## config.mk

```make
export PLATFORM = sky130hd
export DESIGN_NAME = serial_slave_link
export DESIGN_NICKNAME = d
export VERILOG_FILES = /design/src/design/link_pkg.sv /design/src/design/serial_rx.sv /design/src/design/serial_tx.sv /design/src/design/serial_slave_link.sv
export SDC_FILE = /design/constraint.sdc
export NUM_CORES = 1
export LEC_CHECK = 0
export BUFFER_PORTS_ARGS = -buffer_cell sky130_fd_sc_hd__buf_2
export CAP_MARGIN = 15
export CORE_MARGIN = 2
export CORE_UTILIZATION = 45
export CTS_BUF_LIST = sky130_fd_sc_hd__clkbuf_16
export CTS_CLUSTER_DIAMETER = 120
export DETAILED_ROUTE_END_ITERATION = 6
export PLACE_DENSITY = 0.59
export SKIP_CTS_REPAIR_TIMING = 1
export SLEW_MARGIN = 40
export SYNTH_ARGS = -nofsm -noshare
export SYNTH_HDL_FRONTEND = slang
export SYNTH_SLANG_ARGS = --single-unit
```

## constraint.sdc

```tcl
create_clock -name clock -period 52.6 [get_ports clock]
set_clock_uncertainty 0.1 [all_clocks]
set_input_delay 5.26 -clock clock [delete_from_list [all_inputs] [get_ports clock]]
set_output_delay 5.26 -clock clock [all_outputs]
set_load 0.005 [all_outputs]
```

## src/design/link_pkg.sv

```systemverilog
// Shared constants, types and helpers of the serial slave link
package link_pkg;
  localparam int          CLK_HZ        = 250_000_000;
  localparam int          CLK_PERIOD_NS = 4;
  localparam int          SECOND_NS     = 1_000_000_000;
  localparam int          SEC_CYCLES    = SECOND_NS / CLK_PERIOD_NS;
  localparam logic [7:0]  ADDR_MAX      = 8'hc7;
  localparam logic [7:0]  ADDR_SUBST    = 8'hff;
  localparam logic [6:0]  GAP_MAX       = 7'h63;
  localparam logic [7:0]  REG_OPEN_A    = 8'h04;
  localparam logic [7:0]  REG_OPEN_B    = 8'h05;
  localparam logic [3:0]  CHAR_BITS     = 4'ha;
  localparam logic [5:0]  SILENCE_BITS  = 6'h23;
  localparam logic [7:0]  OFF_CFG       = 8'h00;
  localparam logic [7:0]  OFF_GAP       = 8'h04;
  localparam logic [7:0]  OFF_IRQ_ST    = 8'h08;
  localparam logic [7:0]  OFF_IRQ_MASK  = 8'h0c;
  localparam logic [7:0]  OFF_STATUS    = 8'h10;
  localparam int          F_BAUD_LSB    = 8;
  localparam int          F_PERMIT      = 11;
  localparam int          F_REPLY_DELAY_SELECT_LSB    = 12;
  localparam logic [7:0]  RST_ADDR      = 8'h01;
  localparam logic [2:0]  RST_BAUD      = 3'h3;
  localparam logic        RST_PERMIT    = 1'b1;
  localparam logic [2:0]  RST_REPLY_DELAY_SELECT      = 3'h0;
  localparam logic [6:0]  RST_GAP       = 7'h00;
  localparam int          EV_ACCEPT     = 0;
  localparam int          EV_DISCARD    = 1;
  localparam int          EV_GAP        = 2;
  localparam int          EV_FRAMING    = 3;

  typedef enum {ST_IDLE, ST_RECV, ST_SKIP, ST_DELAY, ST_REPLY} link_state_t;

  // Clock cycles per bit for the eight line rates
  function automatic logic [17:0] bit_cycles(input logic [2:0] sel);
    int baud;
    case (sel)
      3'h0:    baud = 1200;
      3'h1:    baud = 2400;
      3'h2:    baud = 4800;
      3'h3:    baud = 9600;
      3'h4:    baud = 19200;
      3'h5:    baud = 38400;
      3'h6:    baud = 57600;
      default: baud = 115200;
    endcase
    return 18'(CLK_HZ / baud);
  endfunction

  // Extra reply delay in character times
  function automatic logic [7:0] delay_chars(input logic [2:0] sel);
    case (sel)
      3'h1:    return 8'h0a;
      3'h2:    return 8'h14;
      3'h3:    return 8'h32;
      3'h4:    return 8'h64;
      3'h5:    return 8'hc8;
      default: return 8'h00;
    endcase
  endfunction

  function automatic logic addr_hit(input logic [7:0] own, input logic [7:0] got);
    return (own == 8'h00) ? (got == ADDR_SUBST) : (got == own);
  endfunction

  function automatic logic write_allowed(input logic permit, input logic [7:0] num);
    return permit || (num == REG_OPEN_A) || (num == REG_OPEN_B);
  endfunction
endpackage

```

## src/design/serial_rx.sv

```systemverilog
// Character receiver: start bit, eight data bits, stop bit
module serial_rx
  import link_pkg::*;
(
  input  wire logic        clock,       // System clock
  input  wire logic        resetn,      // Sync reset
  input  wire logic        line_in,     // Raw receive pin
  input  wire logic [17:0] bit_len,     // Cycles per bit
  output logic      [7:0]  data_ff,     // Received byte
  output logic             valid_ff,    // Byte pulse
  output logic             ferr_ff,     // Bad stop bit with pulse
  output logic             busy_ff      // Character in progress
);
  logic        s1_ff, s2_ff;
  logic [17:0] cnt_ff;
  logic [3:0]  idx_ff;

  always_ff @(posedge clock) begin
    if (!resetn) begin
      s1_ff <= 1'b1;
      s2_ff <= 1'b1;
    end else begin
      s1_ff <= line_in;
      s2_ff <= s1_ff;
    end
  end

  always_ff @(posedge clock) begin
    if (!resetn) begin
      busy_ff  <= 1'b0;
      cnt_ff   <= 18'h0;
      idx_ff   <= 4'h0;
      data_ff  <= 8'h00;
      valid_ff <= 1'b0;
      ferr_ff  <= 1'b0;
    end else begin
      valid_ff <= 1'b0;
      ferr_ff  <= 1'b0;
      if (!busy_ff) begin
        if (!s2_ff) begin
          busy_ff <= 1'b1;
          cnt_ff  <= {1'b0, bit_len[17:1]};
          idx_ff  <= 4'h0;
        end
      end else if (cnt_ff != 18'h0) begin
        cnt_ff <= cnt_ff - 18'h1;
      end else begin
        cnt_ff <= bit_len - 18'h1;
        idx_ff <= idx_ff + 4'h1;
        if (idx_ff == 4'h0 && s2_ff) begin
          busy_ff <= 1'b0;
        end else if (idx_ff == 4'h9) begin
          busy_ff  <= 1'b0;
          valid_ff <= 1'b1;
          ferr_ff  <= !s2_ff;
        end else if (idx_ff != 4'h0) begin
          data_ff <= {s2_ff, data_ff[7:1]};
        end
      end
    end
  end
endmodule // serial_rx

```

## src/design/serial_tx.sv

```systemverilog
// Character transmitter: start bit, eight data bits, stop bit
module serial_tx
  import link_pkg::*;
(
  input  wire logic        clock,       // System clock
  input  wire logic        resetn,      // Sync reset
  input  wire logic        start,       // Load byte pulse
  input  wire logic [7:0]  data,        // Byte to send
  input  wire logic [17:0] bit_len,     // Cycles per bit
  output logic             line_ff,     // Transmit pin
  output logic             busy_ff      // Character in progress
);
  logic [9:0]  sh_ff;
  logic [17:0] cnt_ff;
  logic [3:0]  idx_ff;

  always_ff @(posedge clock) begin
    if (!resetn) begin
      sh_ff   <= 10'h3ff;
      cnt_ff  <= 18'h0;
      idx_ff  <= 4'h0;
      busy_ff <= 1'b0;
      line_ff <= 1'b1;
    end else if (!busy_ff) begin
      line_ff <= 1'b1;
      if (start) begin
        sh_ff   <= {1'b1, data, 1'b0};
        cnt_ff  <= bit_len - 18'h1;
        idx_ff  <= 4'h0;
        busy_ff <= 1'b1;
        line_ff <= 1'b0;
      end
    end else if (cnt_ff != 18'h0) begin
      cnt_ff <= cnt_ff - 18'h1;
    end else begin
      cnt_ff <= bit_len - 18'h1;
      idx_ff <= idx_ff + 4'h1;
      sh_ff  <= {1'b1, sh_ff[9:1]};
      if (idx_ff == CHAR_BITS - 4'h1) begin
        busy_ff <= 1'b0;
        line_ff <= 1'b1;
      end else begin
        line_ff <= sh_ff[1];
      end
    end
  end
endmodule // serial_tx

```

## src/design/serial_slave_link.sv

```systemverilog
// RS-485 serial slave link: addressing, framing, reply delay, gap watchdog
//
// Implementation choices: the address map and the address-and-strobe port.
module serial_slave_link
  import link_pkg::*;
#(
  parameter int SEC_LEN = SECOND_NS / CLK_PERIOD_NS
)(
  input  wire logic        clock,          // System clock, 250 MHz
  input  wire logic        resetn,         // Sync reset, active low
  input  wire logic [7:0]  reg_addr,       // Register byte address
  input  wire logic [31:0] reg_wdata,      // Write data
  input  wire logic        reg_wr,         // Write strobe
  input  wire logic        reg_rd,         // Read strobe
  output logic      [31:0] reg_rdata,      // Read data, cycle after strobe
  input  wire logic        rs485_rx,       // Receive pin
  output logic             rs485_tx,       // Transmit pin
  output logic             rs485_tx_oe,    // Driver enable
  output logic      [7:0]  rx_byte,        // Byte of an accepted frame
  output logic             rx_byte_valid,  // Byte pulse
  output logic             frame_done,     // Accepted frame ended
  input  wire logic [7:0]  tx_byte,        // Reply byte
  input  wire logic        tx_byte_valid,  // Reply byte offered
  input  wire logic        tx_byte_last,   // Last reply byte
  output logic             tx_byte_ready,  // Reply byte taken when valid
  input  wire logic        cfg_wr_req,     // Remote write request pulse
  input  wire logic [7:0]  cfg_wr_reg,     // Target register number
  output logic             cfg_wr_grant,   // Write allowed pulse
  output logic             cfg_wr_deny,    // Write refused pulse
  output logic             relay_alert,    // Link relays forced to alert
  output logic             irq             // Level interrupt
);
  import link_pkg::*;

  link_state_t state_ff;
  logic [7:0]  addr_ff;
  logic [2:0]  baud_ff, reply_delay_select_ff;
  logic        permit_ff;
  logic [6:0]  gap_ff, sec_cnt_ff;
  logic [3:0]  ev_st_ff, ev_mask_ff;
  logic [17:0] bit_len, bdiv_ff;
  logic        bit_tick_ff;
  logic [5:0]  quiet_ff;
  logic [3:0]  cbit_ff;
  logic [7:0]  chars_ff;
  logic [31:0] sdiv_ff;
  logic        sec_tick_ff;
  logic        tx_go_ff, last_sent_ff, tx_busy;
  logic [7:0]  tx_hold_ff;
  logic [7:0]  rxd;
  logic        rxv, rxe, rx_busy;
  logic [3:0]  ev;
  logic        frame_end, take;
  logic [31:0] rd_mux;

  assign bit_len   = bit_cycles(baud_ff);
  assign frame_end = (quiet_ff == SILENCE_BITS) && bit_tick_ff && !rx_busy &&
                     (state_ff == ST_RECV || state_ff == ST_SKIP);
  assign take      = tx_byte_valid && tx_byte_ready;

  serial_rx u_rx (
    .clock    (clock),
    .resetn   (resetn),
    .line_in  (rs485_rx),
    .bit_len  (bit_len),
    .data_ff  (rxd),
    .valid_ff (rxv),
    .ferr_ff  (rxe),
    .busy_ff  (rx_busy)
  );

  serial_tx u_tx (
    .clock   (clock),
    .resetn  (resetn),
    .start   (tx_go_ff),
    .data    (tx_hold_ff),
    .bit_len (bit_len),
    .line_ff (rs485_tx),
    .busy_ff (tx_busy)
  );

  // Configuration registers
  always_ff @(posedge clock) begin
    if (!resetn) begin
      addr_ff    <= RST_ADDR;
      baud_ff    <= RST_BAUD;
      permit_ff  <= RST_PERMIT;
      reply_delay_select_ff    <= RST_REPLY_DELAY_SELECT;
      gap_ff     <= RST_GAP;
      ev_mask_ff <= 4'h0;
    end else if (reg_wr) begin
      if (reg_addr == OFF_CFG) begin
        if (reg_wdata[7:0] <= ADDR_MAX)
          addr_ff <= reg_wdata[7:0];
        baud_ff   <= reg_wdata[F_BAUD_LSB +: 3];
        permit_ff <= reg_wdata[F_PERMIT];
        reply_delay_select_ff   <= reg_wdata[F_REPLY_DELAY_SELECT_LSB +: 3];
      end
      if (reg_addr == OFF_GAP && reg_wdata[6:0] <= GAP_MAX)
        gap_ff <= reg_wdata[6:0];
      if (reg_addr == OFF_IRQ_MASK)
        ev_mask_ff <= reg_wdata[3:0];
    end
  end

  // Event flags: a new event wins over a write-one clear
  always_comb begin
    ev              = 4'h0;
    ev[EV_ACCEPT]   = frame_end && state_ff == ST_RECV;
    ev[EV_DISCARD]  = frame_end && state_ff == ST_SKIP;
    ev[EV_GAP]      = sec_tick_ff && gap_ff != 7'h00 && !relay_alert &&
                      sec_cnt_ff + 7'h1 >= gap_ff;
    ev[EV_FRAMING]  = rxv && rxe;
  end

  always_ff @(posedge clock) begin
    if (!resetn) begin
      ev_st_ff <= 4'h0;
      irq      <= 1'b0;
    end else begin
      ev_st_ff <= (ev_st_ff & ~((reg_wr && reg_addr == OFF_IRQ_ST) ?
                   reg_wdata[3:0] : 4'h0)) | ev;
      irq      <= |(ev_st_ff & ev_mask_ff);
    end
  end

  always_comb begin
    rd_mux = 32'h0;
    case (reg_addr)
      OFF_CFG:      rd_mux = {17'h0, reply_delay_select_ff, permit_ff, baud_ff, addr_ff};
      OFF_GAP:      rd_mux = {25'h0, gap_ff};
      OFF_IRQ_ST:   rd_mux = {28'h0, ev_st_ff};
      OFF_IRQ_MASK: rd_mux = {28'h0, ev_mask_ff};
      OFF_STATUS:   rd_mux = {30'h0, state_ff != ST_IDLE, relay_alert};
      default:      rd_mux = 32'h0;
    endcase
  end

  always_ff @(posedge clock) begin
    if (!resetn)
      reg_rdata <= 32'h0;
    else
      reg_rdata <= reg_rd ? rd_mux : 32'h0;
  end

  // Bit-time enable, free running at the selected rate
  always_ff @(posedge clock) begin
    if (!resetn) begin
      bdiv_ff     <= 18'h0;
      bit_tick_ff <= 1'b0;
    end else begin
      bit_tick_ff <= bdiv_ff == 18'h0;
      bdiv_ff     <= (bdiv_ff == 18'h0) ? bit_len - 18'h1 : bdiv_ff - 18'h1;
    end
  end

  // Line silence in bit times
  always_ff @(posedge clock) begin
    if (!resetn)
      quiet_ff <= 6'h0;
    else if (rx_busy)
      quiet_ff <= 6'h0;
    else if (bit_tick_ff && quiet_ff != SILENCE_BITS)
      quiet_ff <= quiet_ff + 6'h1;
  end

  // Frame sequence
  always_ff @(posedge clock) begin
    if (!resetn) begin
      state_ff <= ST_IDLE;
      cbit_ff  <= 4'h0;
      chars_ff <= 8'h00;
    end else begin
      case (state_ff)
        ST_IDLE: begin
          if (rxv)
            state_ff <= (!rxe && addr_hit(addr_ff, rxd)) ?
                        ST_RECV : ST_SKIP;
        end
        ST_RECV: begin
          if (rxv && rxe)
            state_ff <= ST_SKIP;
          else if (frame_end) begin
            state_ff <= ST_DELAY;
            cbit_ff  <= 4'h0;
            chars_ff <= 8'h00;
          end
        end
        ST_SKIP: begin
          if (frame_end)
            state_ff <= ST_IDLE;
        end
        ST_DELAY: begin
          if (chars_ff >= delay_chars(reply_delay_select_ff))
            state_ff <= ST_REPLY;
          else if (bit_tick_ff) begin
            cbit_ff <= (cbit_ff == CHAR_BITS - 4'h1) ? 4'h0 : cbit_ff + 4'h1;
            if (cbit_ff == CHAR_BITS - 4'h1)
              chars_ff <= chars_ff + 8'h1;
          end
        end
        ST_REPLY: begin
          if (last_sent_ff && !tx_busy && !tx_go_ff)
            state_ff <= ST_IDLE;
        end
        default: state_ff <= ST_IDLE;
      endcase
    end
  end

  // Received bytes of an accepted frame
  always_ff @(posedge clock) begin
    if (!resetn) begin
      rx_byte       <= 8'h00;
      rx_byte_valid <= 1'b0;
      frame_done    <= 1'b0;
    end else begin
      rx_byte_valid <= rxv && !rxe && (state_ff == ST_RECV ||
                       (state_ff == ST_IDLE && addr_hit(addr_ff, rxd)));
      if (rxv)
        rx_byte <= rxd;
      frame_done <= ev[EV_ACCEPT];
    end
  end

  // Reply path, driver enabled only while replying
  always_ff @(posedge clock) begin
    if (!resetn) begin
      tx_byte_ready <= 1'b0;
      tx_go_ff      <= 1'b0;
      tx_hold_ff    <= 8'h00;
      last_sent_ff  <= 1'b0;
      rs485_tx_oe   <= 1'b0;
    end else begin
      tx_go_ff      <= take;
      if (take)
        tx_hold_ff <= tx_byte;
      if (state_ff != ST_REPLY)
        last_sent_ff <= 1'b0;
      else if (take && tx_byte_last)
        last_sent_ff <= 1'b1;
      tx_byte_ready <= state_ff == ST_REPLY && !tx_busy && !tx_go_ff &&
                       !take && !last_sent_ff;
      rs485_tx_oe   <= state_ff == ST_REPLY;
    end
  end

  // Remote configuration write check
  always_ff @(posedge clock) begin
    if (!resetn) begin
      cfg_wr_grant <= 1'b0;
      cfg_wr_deny  <= 1'b0;
    end else begin
      cfg_wr_grant <= cfg_wr_req && write_allowed(permit_ff, cfg_wr_reg);
      cfg_wr_deny  <= cfg_wr_req && !write_allowed(permit_ff, cfg_wr_reg);
    end
  end

  // Seconds since the last accepted frame
  always_ff @(posedge clock) begin
    if (!resetn || ev[EV_ACCEPT]) begin
      sdiv_ff     <= 32'h0;
      sec_tick_ff <= 1'b0;
      sec_cnt_ff  <= 7'h00;
    end else begin
      sec_tick_ff <= sdiv_ff == 32'(SEC_LEN - 1);
      sdiv_ff     <= (sdiv_ff == 32'(SEC_LEN - 1)) ? 32'h0 : sdiv_ff + 32'h1;
      if (sec_tick_ff && sec_cnt_ff != 7'h7f)
        sec_cnt_ff <= sec_cnt_ff + 7'h1;
    end
  end

  always_ff @(posedge clock) begin
    if (!resetn)
      relay_alert <= 1'b0;
    else if (ev[EV_ACCEPT] || gap_ff == 7'h00)
      relay_alert <= 1'b0;
    else if (ev[EV_GAP])
      relay_alert <= 1'b1;
  end
endmodule // serial_slave_link

```

## Word-level counts from Yosys, hierarchy flattened

Cells that the tools add are included.

| storage, ports and cells | value |
|---|---|
| register bits | 266 |
| bits of input ports | 64 |
| output and inout bits | 49 |
| logic and storage cells | 248 |

| cells by class | value |
|---|---|
| add/subtract/negate cells | 11 |
| divide/modulo/power cells | 1 |
| $lt $le $gt $ge | 4 |
| eq/ne operators | 47 |
| muxes and demuxes | 57 |
| bitwise operators | 9 |
| reduce and logical (&&, ||, !) cells | 77 |

Operators with widths:

| cell | count |
|---|---|
| 32-bit two-way mux | 6 |
| 32-bit case mux with 5 select lines | 1 |
| 18-bit two-way mux | 7 |
| 17-bit case mux with 7 select lines | 1 |
| 32-bit by 2-bit equality test with 1-bit output, second input constant | 3 |
| 15-bit case mux with 5 select lines | 1 |
| 18-bit by 1-bit subtractor with 18-bit output, second input constant | 4 |
| 32-bit by 3-bit equality test with 1-bit output, second input constant | 2 |
| 32-bit zero test | 2 |
| 8-bit two-way mux | 7 |
| 4-bit two-way mux | 12 |
| 8-bit case mux with 5 select lines | 1 |
| 18-bit nonzero test | 2 |
| 32-bit by 1-bit adder with 32-bit output, second input constant | 1 |
| 29-bit by 32-bit divider with 32-bit output, first input constant | 1 |
| 32-bit by 1-bit equality test with 1-bit output, second input constant | 1 |
| 32-bit by 28-bit equality test with 1-bit output, second input constant | 1 |
| 32-bit by 4-bit equality test with 1-bit output, second input constant | 1 |
| 32-bit by 4-bit != test with 1-bit output, second input constant | 1 |
| 32-bit nonzero test | 1 |
| 10-bit two-way mux | 3 |
| 1-bit logical AND | 28 |
| 8-bit by 3-bit equality test with 1-bit output, second input constant | 3 |
| 2-bit != test, second input constant | 10 |
| 46 further kinds | 106 |

## Depth between registers and ports, before layout

Gate-level depths: netlist of run 1.

| depth | value |
|---|---|
| depth after elaboration | 7 |
| depth in mapped cells | 276 |
| depth with buffers taken out | 257 |

## Modules after synthesis

From an unflattened synthesis of run 1, not the netlist that was laid out.

| unflattened totals | value |
|---|---|
| cell total of the unflattened synthesis | 3912 |
| area, all modules | 29124.2 µm² |

By module, submodules not included:

| module | instances | cells each | area an instance (µm²) | sequential area each (µm²) |
|---|---|---|---|---|
| serial_slave_link | 1 | 3360 | 24608.6 | 3022.9 |
| serial_rx | 1 | 292 | 2408.6 | 700.7 |
| serial_tx | 1 | 260 | 2107.0 | 640.6 |

## Worst setup path before layout of run 1

OpenSTA, ideal clock, no wires.

| path | value |
|---|---|
| path kind | reg-to-reg |
| start point | register baud_ff[1] |
| end point | register u_tx.cnt_ff[8] |
| arrival time | 46.968 ns |
| required time | 52.368 ns |
| path slack | 5.400 ns |
| stages on the path, launching flop included | 261 |
| buffers on the path | 26 |
| period minus slack after synthesis | 47.200 ns |
| path through | dfxtp_1 -> buf_2 -> buf_2 -> clkinv_1 -> ha_1 -> buf_2 -> inv_1 -> buf_2 -> clkbuf_1 -> clkbuf_1 -> ha_1 -> nand2b_1 -> a2111oi_1 -> nor3b_1 -> ha_1 -> o21ai_0 -> nor2_1 -> o41ai_2 -> [225 not listed] -> nor2b_1 -> nor2_1 -> and4_1 -> nand2_1 -> clkbuf_1 -> nor2_1 -> a21oi_1 -> ha_1 -> nor4_1 -> o21ai_0 -> or3_4 -> a21oi_1 -> ha_1 -> nand3_1 -> o21ai_0 -> a22oi_1 -> o21ai_0 -> a21oi_1 |

| between the ends | value |
|---|---|
| cells in the longest elaborated chain, start to end | 6 |

RTL lines:

| what | line | text |
|---|---|---|
| start: declaration | serial_slave_link.sv:37 | `logic [2:0] baud_ff, reply_delay_select_ff;` |
| start signal: assignment | serial_slave_link.sv:95 | `baud_ff <= reg_wdata[F_BAUD_LSB +: 3];` |
| 3-bit equality test, or another cell as far along | link_pkg.sv:37 | `case (sel)` |
| 17-bit case mux with 7 select lines (*) | link_pkg.sv:37 |  |
| 29-bit by 32-bit divider with 32-bit output (*) | link_pkg.sv:47 | `return 18'(CLK_HZ / baud);` |
| 18-bit by 1-bit subtractor with 18-bit output (*) | serial_tx.sv:28, serial_tx.sv:36 |  |
| 18-bit two-way mux, on equally long branches | serial_tx.sv:26, serial_tx.sv:33 |  |
| 18-bit two-way mux (*) | serial_tx.sv:24 | `end else if (!busy_ff) begin` |
| end signal: assignment | serial_tx.sv:28 | `cnt_ff <= bit_len - 18'h1;` |
| end signal: assignment | serial_tx.sv:34 | `cnt_ff <= cnt_ff - 18'h1;` |
| end signal: assignment | serial_tx.sv:36 | `cnt_ff <= bit_len - 18'h1;` |
| end: declaration | serial_tx.sv:14 | `logic [17:0] cnt_ff;` |

Every way passes the cells marked *; elsewhere a longest branch is shown, timed or not. The select of a mux whose other input is x is not followed.
A chain may end at the register's enable or synchronous reset.

## Worst setup path after layout of run 1

| path | value |
|---|---|
| start point | register baud_ff[0] |
| end point | register u_rx.cnt_ff[6] |

| between the ends | value |
|---|---|
| cells in the longest elaborated chain, start to end | 6 |

RTL lines:

| what | line | text |
|---|---|---|
| 3-bit equality test, or another cell as far along | link_pkg.sv:37 |  |
| 17-bit case mux with 7 select lines (*) | link_pkg.sv:37 |  |
| 29-bit by 32-bit divider with 32-bit output (*) | link_pkg.sv:47 |  |
| 18-bit by 1-bit subtractor with 18-bit output | serial_rx.sv:48 | `cnt_ff <= bit_len - 18'h1;` |
| 18-bit two-way mux | serial_rx.sv:45 | `end else if (cnt_ff != 18'h0) begin` |
| 18-bit two-way mux (*) | serial_rx.sv:39 | `if (!busy_ff) begin` |
| end signal: assignment | serial_rx.sv:42 | `cnt_ff <= {1'b0, bit_len[17:1]};` |
| end signal: assignment | serial_rx.sv:46 | `cnt_ff <= cnt_ff - 18'h1;` |
| end signal: assignment | serial_rx.sv:48 |  |
| end: declaration | serial_rx.sv:15 | `logic [17:0] cnt_ff;` |

Marks and branches as above.

==> results of run 1 <==
## per-stage QoR
stage | cell area (um2) | instances | setup TNS, ps | hold WS [ps] | setup WS (ps)
after global routing | 29800 | 4697 | -68.8 | 363 | -46.2
after global placement | 28700 | 4640 | 0 | 289 | 1950
after CTS | 29500 | 4690 | 0 | 302 | 1920
after detailed placement | 28700 | 4640 | 0 | 293 | 2140
final | 29800 | 4700 | 0 | 294 | 3620
after floorplan | 27300 | 3855 | 0 | 286 | 5400
## worst paths after layout
| kind | from | end | slack [ps] | depth (start not counted) |
|---|---|---|---|---|
| setup / recovery | baud_ff[0] | u_rx.cnt_ff[6] | 3620 | 246 |
| hold reg to reg | u_rx.s1_ff | u_rx.s2_ff | 290 | 1 |
| hold / removal | u_rx.s1_ff | u_rx.s2_ff | 290 | 1 |
| setup reg to reg | baud_ff[0] | u_rx.cnt_ff[6] | 3620 | 246 |
## state kept, by name (all words and copies together), names as in the netlist, 4 cells and up
register / flops
chars_ff: 8
tx_hold_ff: 8
cbit_ff: 4
bdiv_ff: 18
gap_ff: 7
addr_ff: 8
sdiv_ff: 32
u_rx.cnt_ff: 18
u_rx.idx_ff: 4
rx_byte: 8
ev_st_ff: 4
reg_rdata: 15
u_rx.data_ff: 8
sec_cnt_ff: 7
ev_mask_ff: 4
u_tx.cnt_ff: 18
quiet_ff: 6
u_tx.sh_ff: 8
u_tx.idx_ff: 4
## critical path, delay by kind of cell (launching register included)
kind | cells | cell delay [ps]
AOI/OAI and AO/OA | 108 | 20780
muxes | 4 | 1470
xor gates and xnor gates | 6 | 1220
and+or+nand+nor | 88 | 13700
DFF | 1 | 440
buffers and inverters | 14 | 2730
adders and majority gates | 26 | 8330
## area by class of cell
cell class,count,share of cell area [%]
inverters,130,1.66
flip-flops and latches,218,14.7
clock inverters,23,0.416
diodes,3,0.0252
repair buffers,174,3.78
well taps,782,3.29
multi-input cells,3343,73.9
clock buffers,27,2.27
## layout by cell type, fill, tap and decap left out, types with 62 or more instances in the layout
master	synthesis	final
nor2_1	452	446
nor3_1	87	85
nand2_1	383	380
dfxtp_1	218	216
xor2_1	113	113
buf_4	19	94
ha_1	242	238
xnor2_1	164	161
o21ai_0	237	231
nand2b_1	71	70
nand3_1	104	104
inv_1	121	122
nand4_1	62	62
a21oi_1	374	366
a21o_1	111	111
buf_2	32	77
mux2i_1	62	62
## per-layer routing
layer,track usage [%],up-vias,share of wire [%]
li1,-,14100,-
met1,39.0,13500,45
met2,48.4,899,45
met3,2.96,184,6.0
met4,10.3,0,3.7
met5,0,-,0
## logic make-up after synthesis
| kind of cell | count (synthesis) | share of synthesized area (%) |
|---|---|---|
| and+or+nand+nor | 1518 | 27.3 |
| adders and majority gates | 243 | 11.2 |
| AOI/OAI and AO/OA | 1188 | 28.3 |
| other | 2 | 0.0275 |
| buffers and inverters | 294 | 4.54 |
| xor gates and xnor gates | 278 | 8.95 |
| DFF | 218 | 16.0 |
| muxes | 95 | 3.65 |
==> results.cfg, run 1 <==
[synth]
ys_seq_area_share_pct = 16.0
netlist_area_um2 = 27300
async_flop_share_pct = 0
ys_seq_elements = 218
syn_area_per_cell_um2 = 7.11
netlist.area_leader.share_pct = 16.0
synth_edf_count = 0
syn_inst = 3836
ys_warn_count = 0
synth.area.top_cells = dfxtp_1 16%, ha_1 11%, a21oi_1 6.9%
synth_most_common_cell = nor2_1
ys_types = 121
synth_ff_type = dfxtp_1
yosys-top-cells-count = 452 x nor2_1, 383 x nand2_1, 374 x a21oi_1
yosysTopAreaCell = dfxtp_1

[clocking]
htree_levels = 1
cts_max_path_buffers = 3
cts_tree = built
clk_latency_ps = 560
clkSinkCount = 218
clockRootBuffer = clkbuf_16
cts-buffers-inserted = 27
clk_pin_slew_ps = 60

[grt]
antenna_found_initial = 0
grt_max_degree = 88
grt_use_total_pct = 29.1
grt_remaining_overflow = 0
grt_first_pass_wirelength_um = 148000
grt_pass1_vias = 26400

[setup_path]
critical-path-max-stage-delay_ps = 480
cp_slowest_cell = or3_1
setup.worst_path.end_class = register
start_kind = register
cpMostUsedCell = nor2_1
criticalPathCategory = reg -> reg
crit_required_ps = 52920
critPathArrivalTime_ps = 49310
cp_max_fo = 22

[sta]
relSlewSlack_pct = 41.2
max_freq_mhz = 20.4
tightest_slew_ps = 879
period_share_pct = 93.1
finalHoldViolations = 0
period_minus_slack_ps = 48980
slew_violations = 0
setup_viol = 0

[cells_and_area]
multiInputGateArea_um2 = 22000
finish.utilization_pct = 49.5
register_area_um2 = 4370
layout.nets = 4201
nFillCells = 6250
syn_to_final_growth_pct = 9.13
drive_above_1_share_pct = 9.78

[place]
dpl.hpwl_um = 71600
port_buffers = 77
place_congestion = 0.962

[die]
core-area_um2 = 60100
initial_core_util_pct = 45.4
die_h_um = 250
dieWidth_um = 250
die_area_um2 = 62600
design.portCount = 113
num_rows = 90

[hold_path]
min_path_type = reg -> reg

[detailed_routing]
wl_per_cell_um = 20.1
route.detailed.drc = 0
vias = 28700
drt_first_iter_violations = 2260
routed_wl_um = 94300
ant_nets = 0
avgViaCountPerCell = 6.10
drt_first_pass_iters = 6

[job]
maxCapViolCount = 0

[status]
status = finished clean
Power of run 1 is left out: the tool's default activity adds up to more than one toggle a clock period on the data nets, which glitch-free logic cannot reach.
==> inputs of run 2 (changes only) <==
--- a/config.mk
+++ b/config.mk
@@ -12,7 +12,6 @@
 export CTS_BUF_LIST = sky130_fd_sc_hd__clkbuf_16
 export CTS_CLUSTER_DIAMETER = 120
 export DETAILED_ROUTE_END_ITERATION = 6
-export PLACE_DENSITY = 0.59
 export SKIP_CTS_REPAIR_TIMING = 1
 export SLEW_MARGIN = 40
 export SYNTH_ARGS = -nofsm -noshare
==> results.cfg, run 2 (synthesized netlist as in run 1, its figures left out) <==
[die]
die_h_um = 250
num_rows = 90
die_area_um2 = 62600
core-area_um2 = 60100
initial_core_util_pct = 45.4
design.portCount = 113
dieWidth_um = 250

[setup_path]
cp_slowest_cell = or4_4
r2r-start = baud_ff[2]
start_kind = register
cp-startpoint = baud_ff[2]
critical-path-max-stage-delay_ps = 580
critPathArrivalTime_ps = 49230
reg2regPathDepth = 244
setup.worst_path.end_class = register
r2r_slack_ps = 3680
crit_required_ps = 52910
cp_max_fo = 16
criticalPathCategory = reg -> reg
cpMostUsedCell = a21oi_1

[clocking]
clkSinkCount = 218
clk_pin_slew_ps = 60
clockRootBuffer = clkbuf_16
htree_levels = 1
cts_max_path_buffers = 3
cts_tree = built
cts-buffers-inserted = 26
clk_latency_ps = 550

[grt]
grt_use_total_pct = 28.6
grt_first_pass_wirelength_um = 147000
antenna_found_initial = 1
grt_remaining_overflow = 0
grt_max_degree = 70
grt_pass1_vias = 26400

[detailed_routing]
wl_met2_um = 42100
avgViaCountPerCell = 6.09
drt_first_iter_violations = 2192
vias = 28700
wl_per_cell_um = 19.8
top_layer = met4
met1Wirelength_um = 41600
route.detailed.drc = 0
ant_nets = 0
route.met3.wl_um = 6500
routed_wl_um = 93200
drt_first_pass_iters = 6

[cells_and_area]
final_cell_mix = 446 x nor2_1, 381 x nand2_1, 368 x a21oi_1
largest-register = sdiv_ff
syn_to_final_growth_pct = 9.87
layout.nets = 4214
drive_above_1_share_pct = 10.1
largest_reg_flops = 32
mostFrequentLayoutCell = nor2_1
finish.utilization_pct = 49.8

[sta]
period_minus_slack_ps = 48920
final.setup.worst_slack_ps = 3680
period_share_pct = 93.0
hold_ws_ps = 307
max_freq_mhz = 20.4
finalHoldViolations = 0
setup_viol = 0
tightest_slew_ps = 917
relSlewSlack_pct = 38.5
slew_violations = 0

[place]
dp_slack_ps = 2220
dpl.hpwl_um = 70600
place_congestion = 0.975
port_buffers = 77

[hold_path]
hold_path.startpoint = u_rx.s1_ff
hold_depth = 1
min_path_type = reg -> reg

[job]
maxCapViolCount = 0

[status]
status = finished clean
-- run 2: cell count changes in the layout (fill, tap and decap cells not counted), sizes merged --
cell,before,now
buf,174,188
bufinv,0,6
inv,128,122
clkinv,23,20
clkbuf,27,26
clkinvlp,2,3
diode,3,2
-- run 2: metal layers --
metal  track usage (%)  up-vias
li1                  -    14200
met1              38.5    13300
met2              47.5      983
met3              3.59      179
met4              9.08        0
met5                 0        -
-- run 2: final timing paths --
kind               endpoint
max          u_rx.cnt_ff[6]
min              u_rx.s2_ff
max reg2reg  u_rx.cnt_ff[6]
min reg2reg      u_rx.s2_ff
-- run 2: layout make-up --
class                   count  area (um2)
diodes                      2        5.00
clock buffers              26         651
clock inverters            21         287
fillers                  6138       30200
inverters                 130         495
multi-input cells        3343       22000
flip-flops and latches    218        4370
well taps                 782         978
repair buffers            188        1230
-- run 2: through the flow --
step / std cells / TNS, ps / cell area, um2
4_1_cts: 4697 / 0 / 29700
5_1_grt: 4708 / -243 / 30000
2_1_floorplan: 3855 / 0 / 27300
3_3_place_gp: 4650 / 0 / 28700
3_5_place_dp: 4650 / 0 / 28800
6_report: 4710 / 0 / 30000
-- run 2: worst max-delay path, delay by kind of cell (launching register included) --
family                     cells  cell delay (ps)
muxes                          5             1640
xor gates and xnor gates       6             1070
and+or+nand+nor               87            14490
buffers and inverters         16             3080
AOI/OAI and AO/OA            103            19440
DFF                            1              350
adders and majority gates     27             8520
Power of run 2 is left out for the same reason.
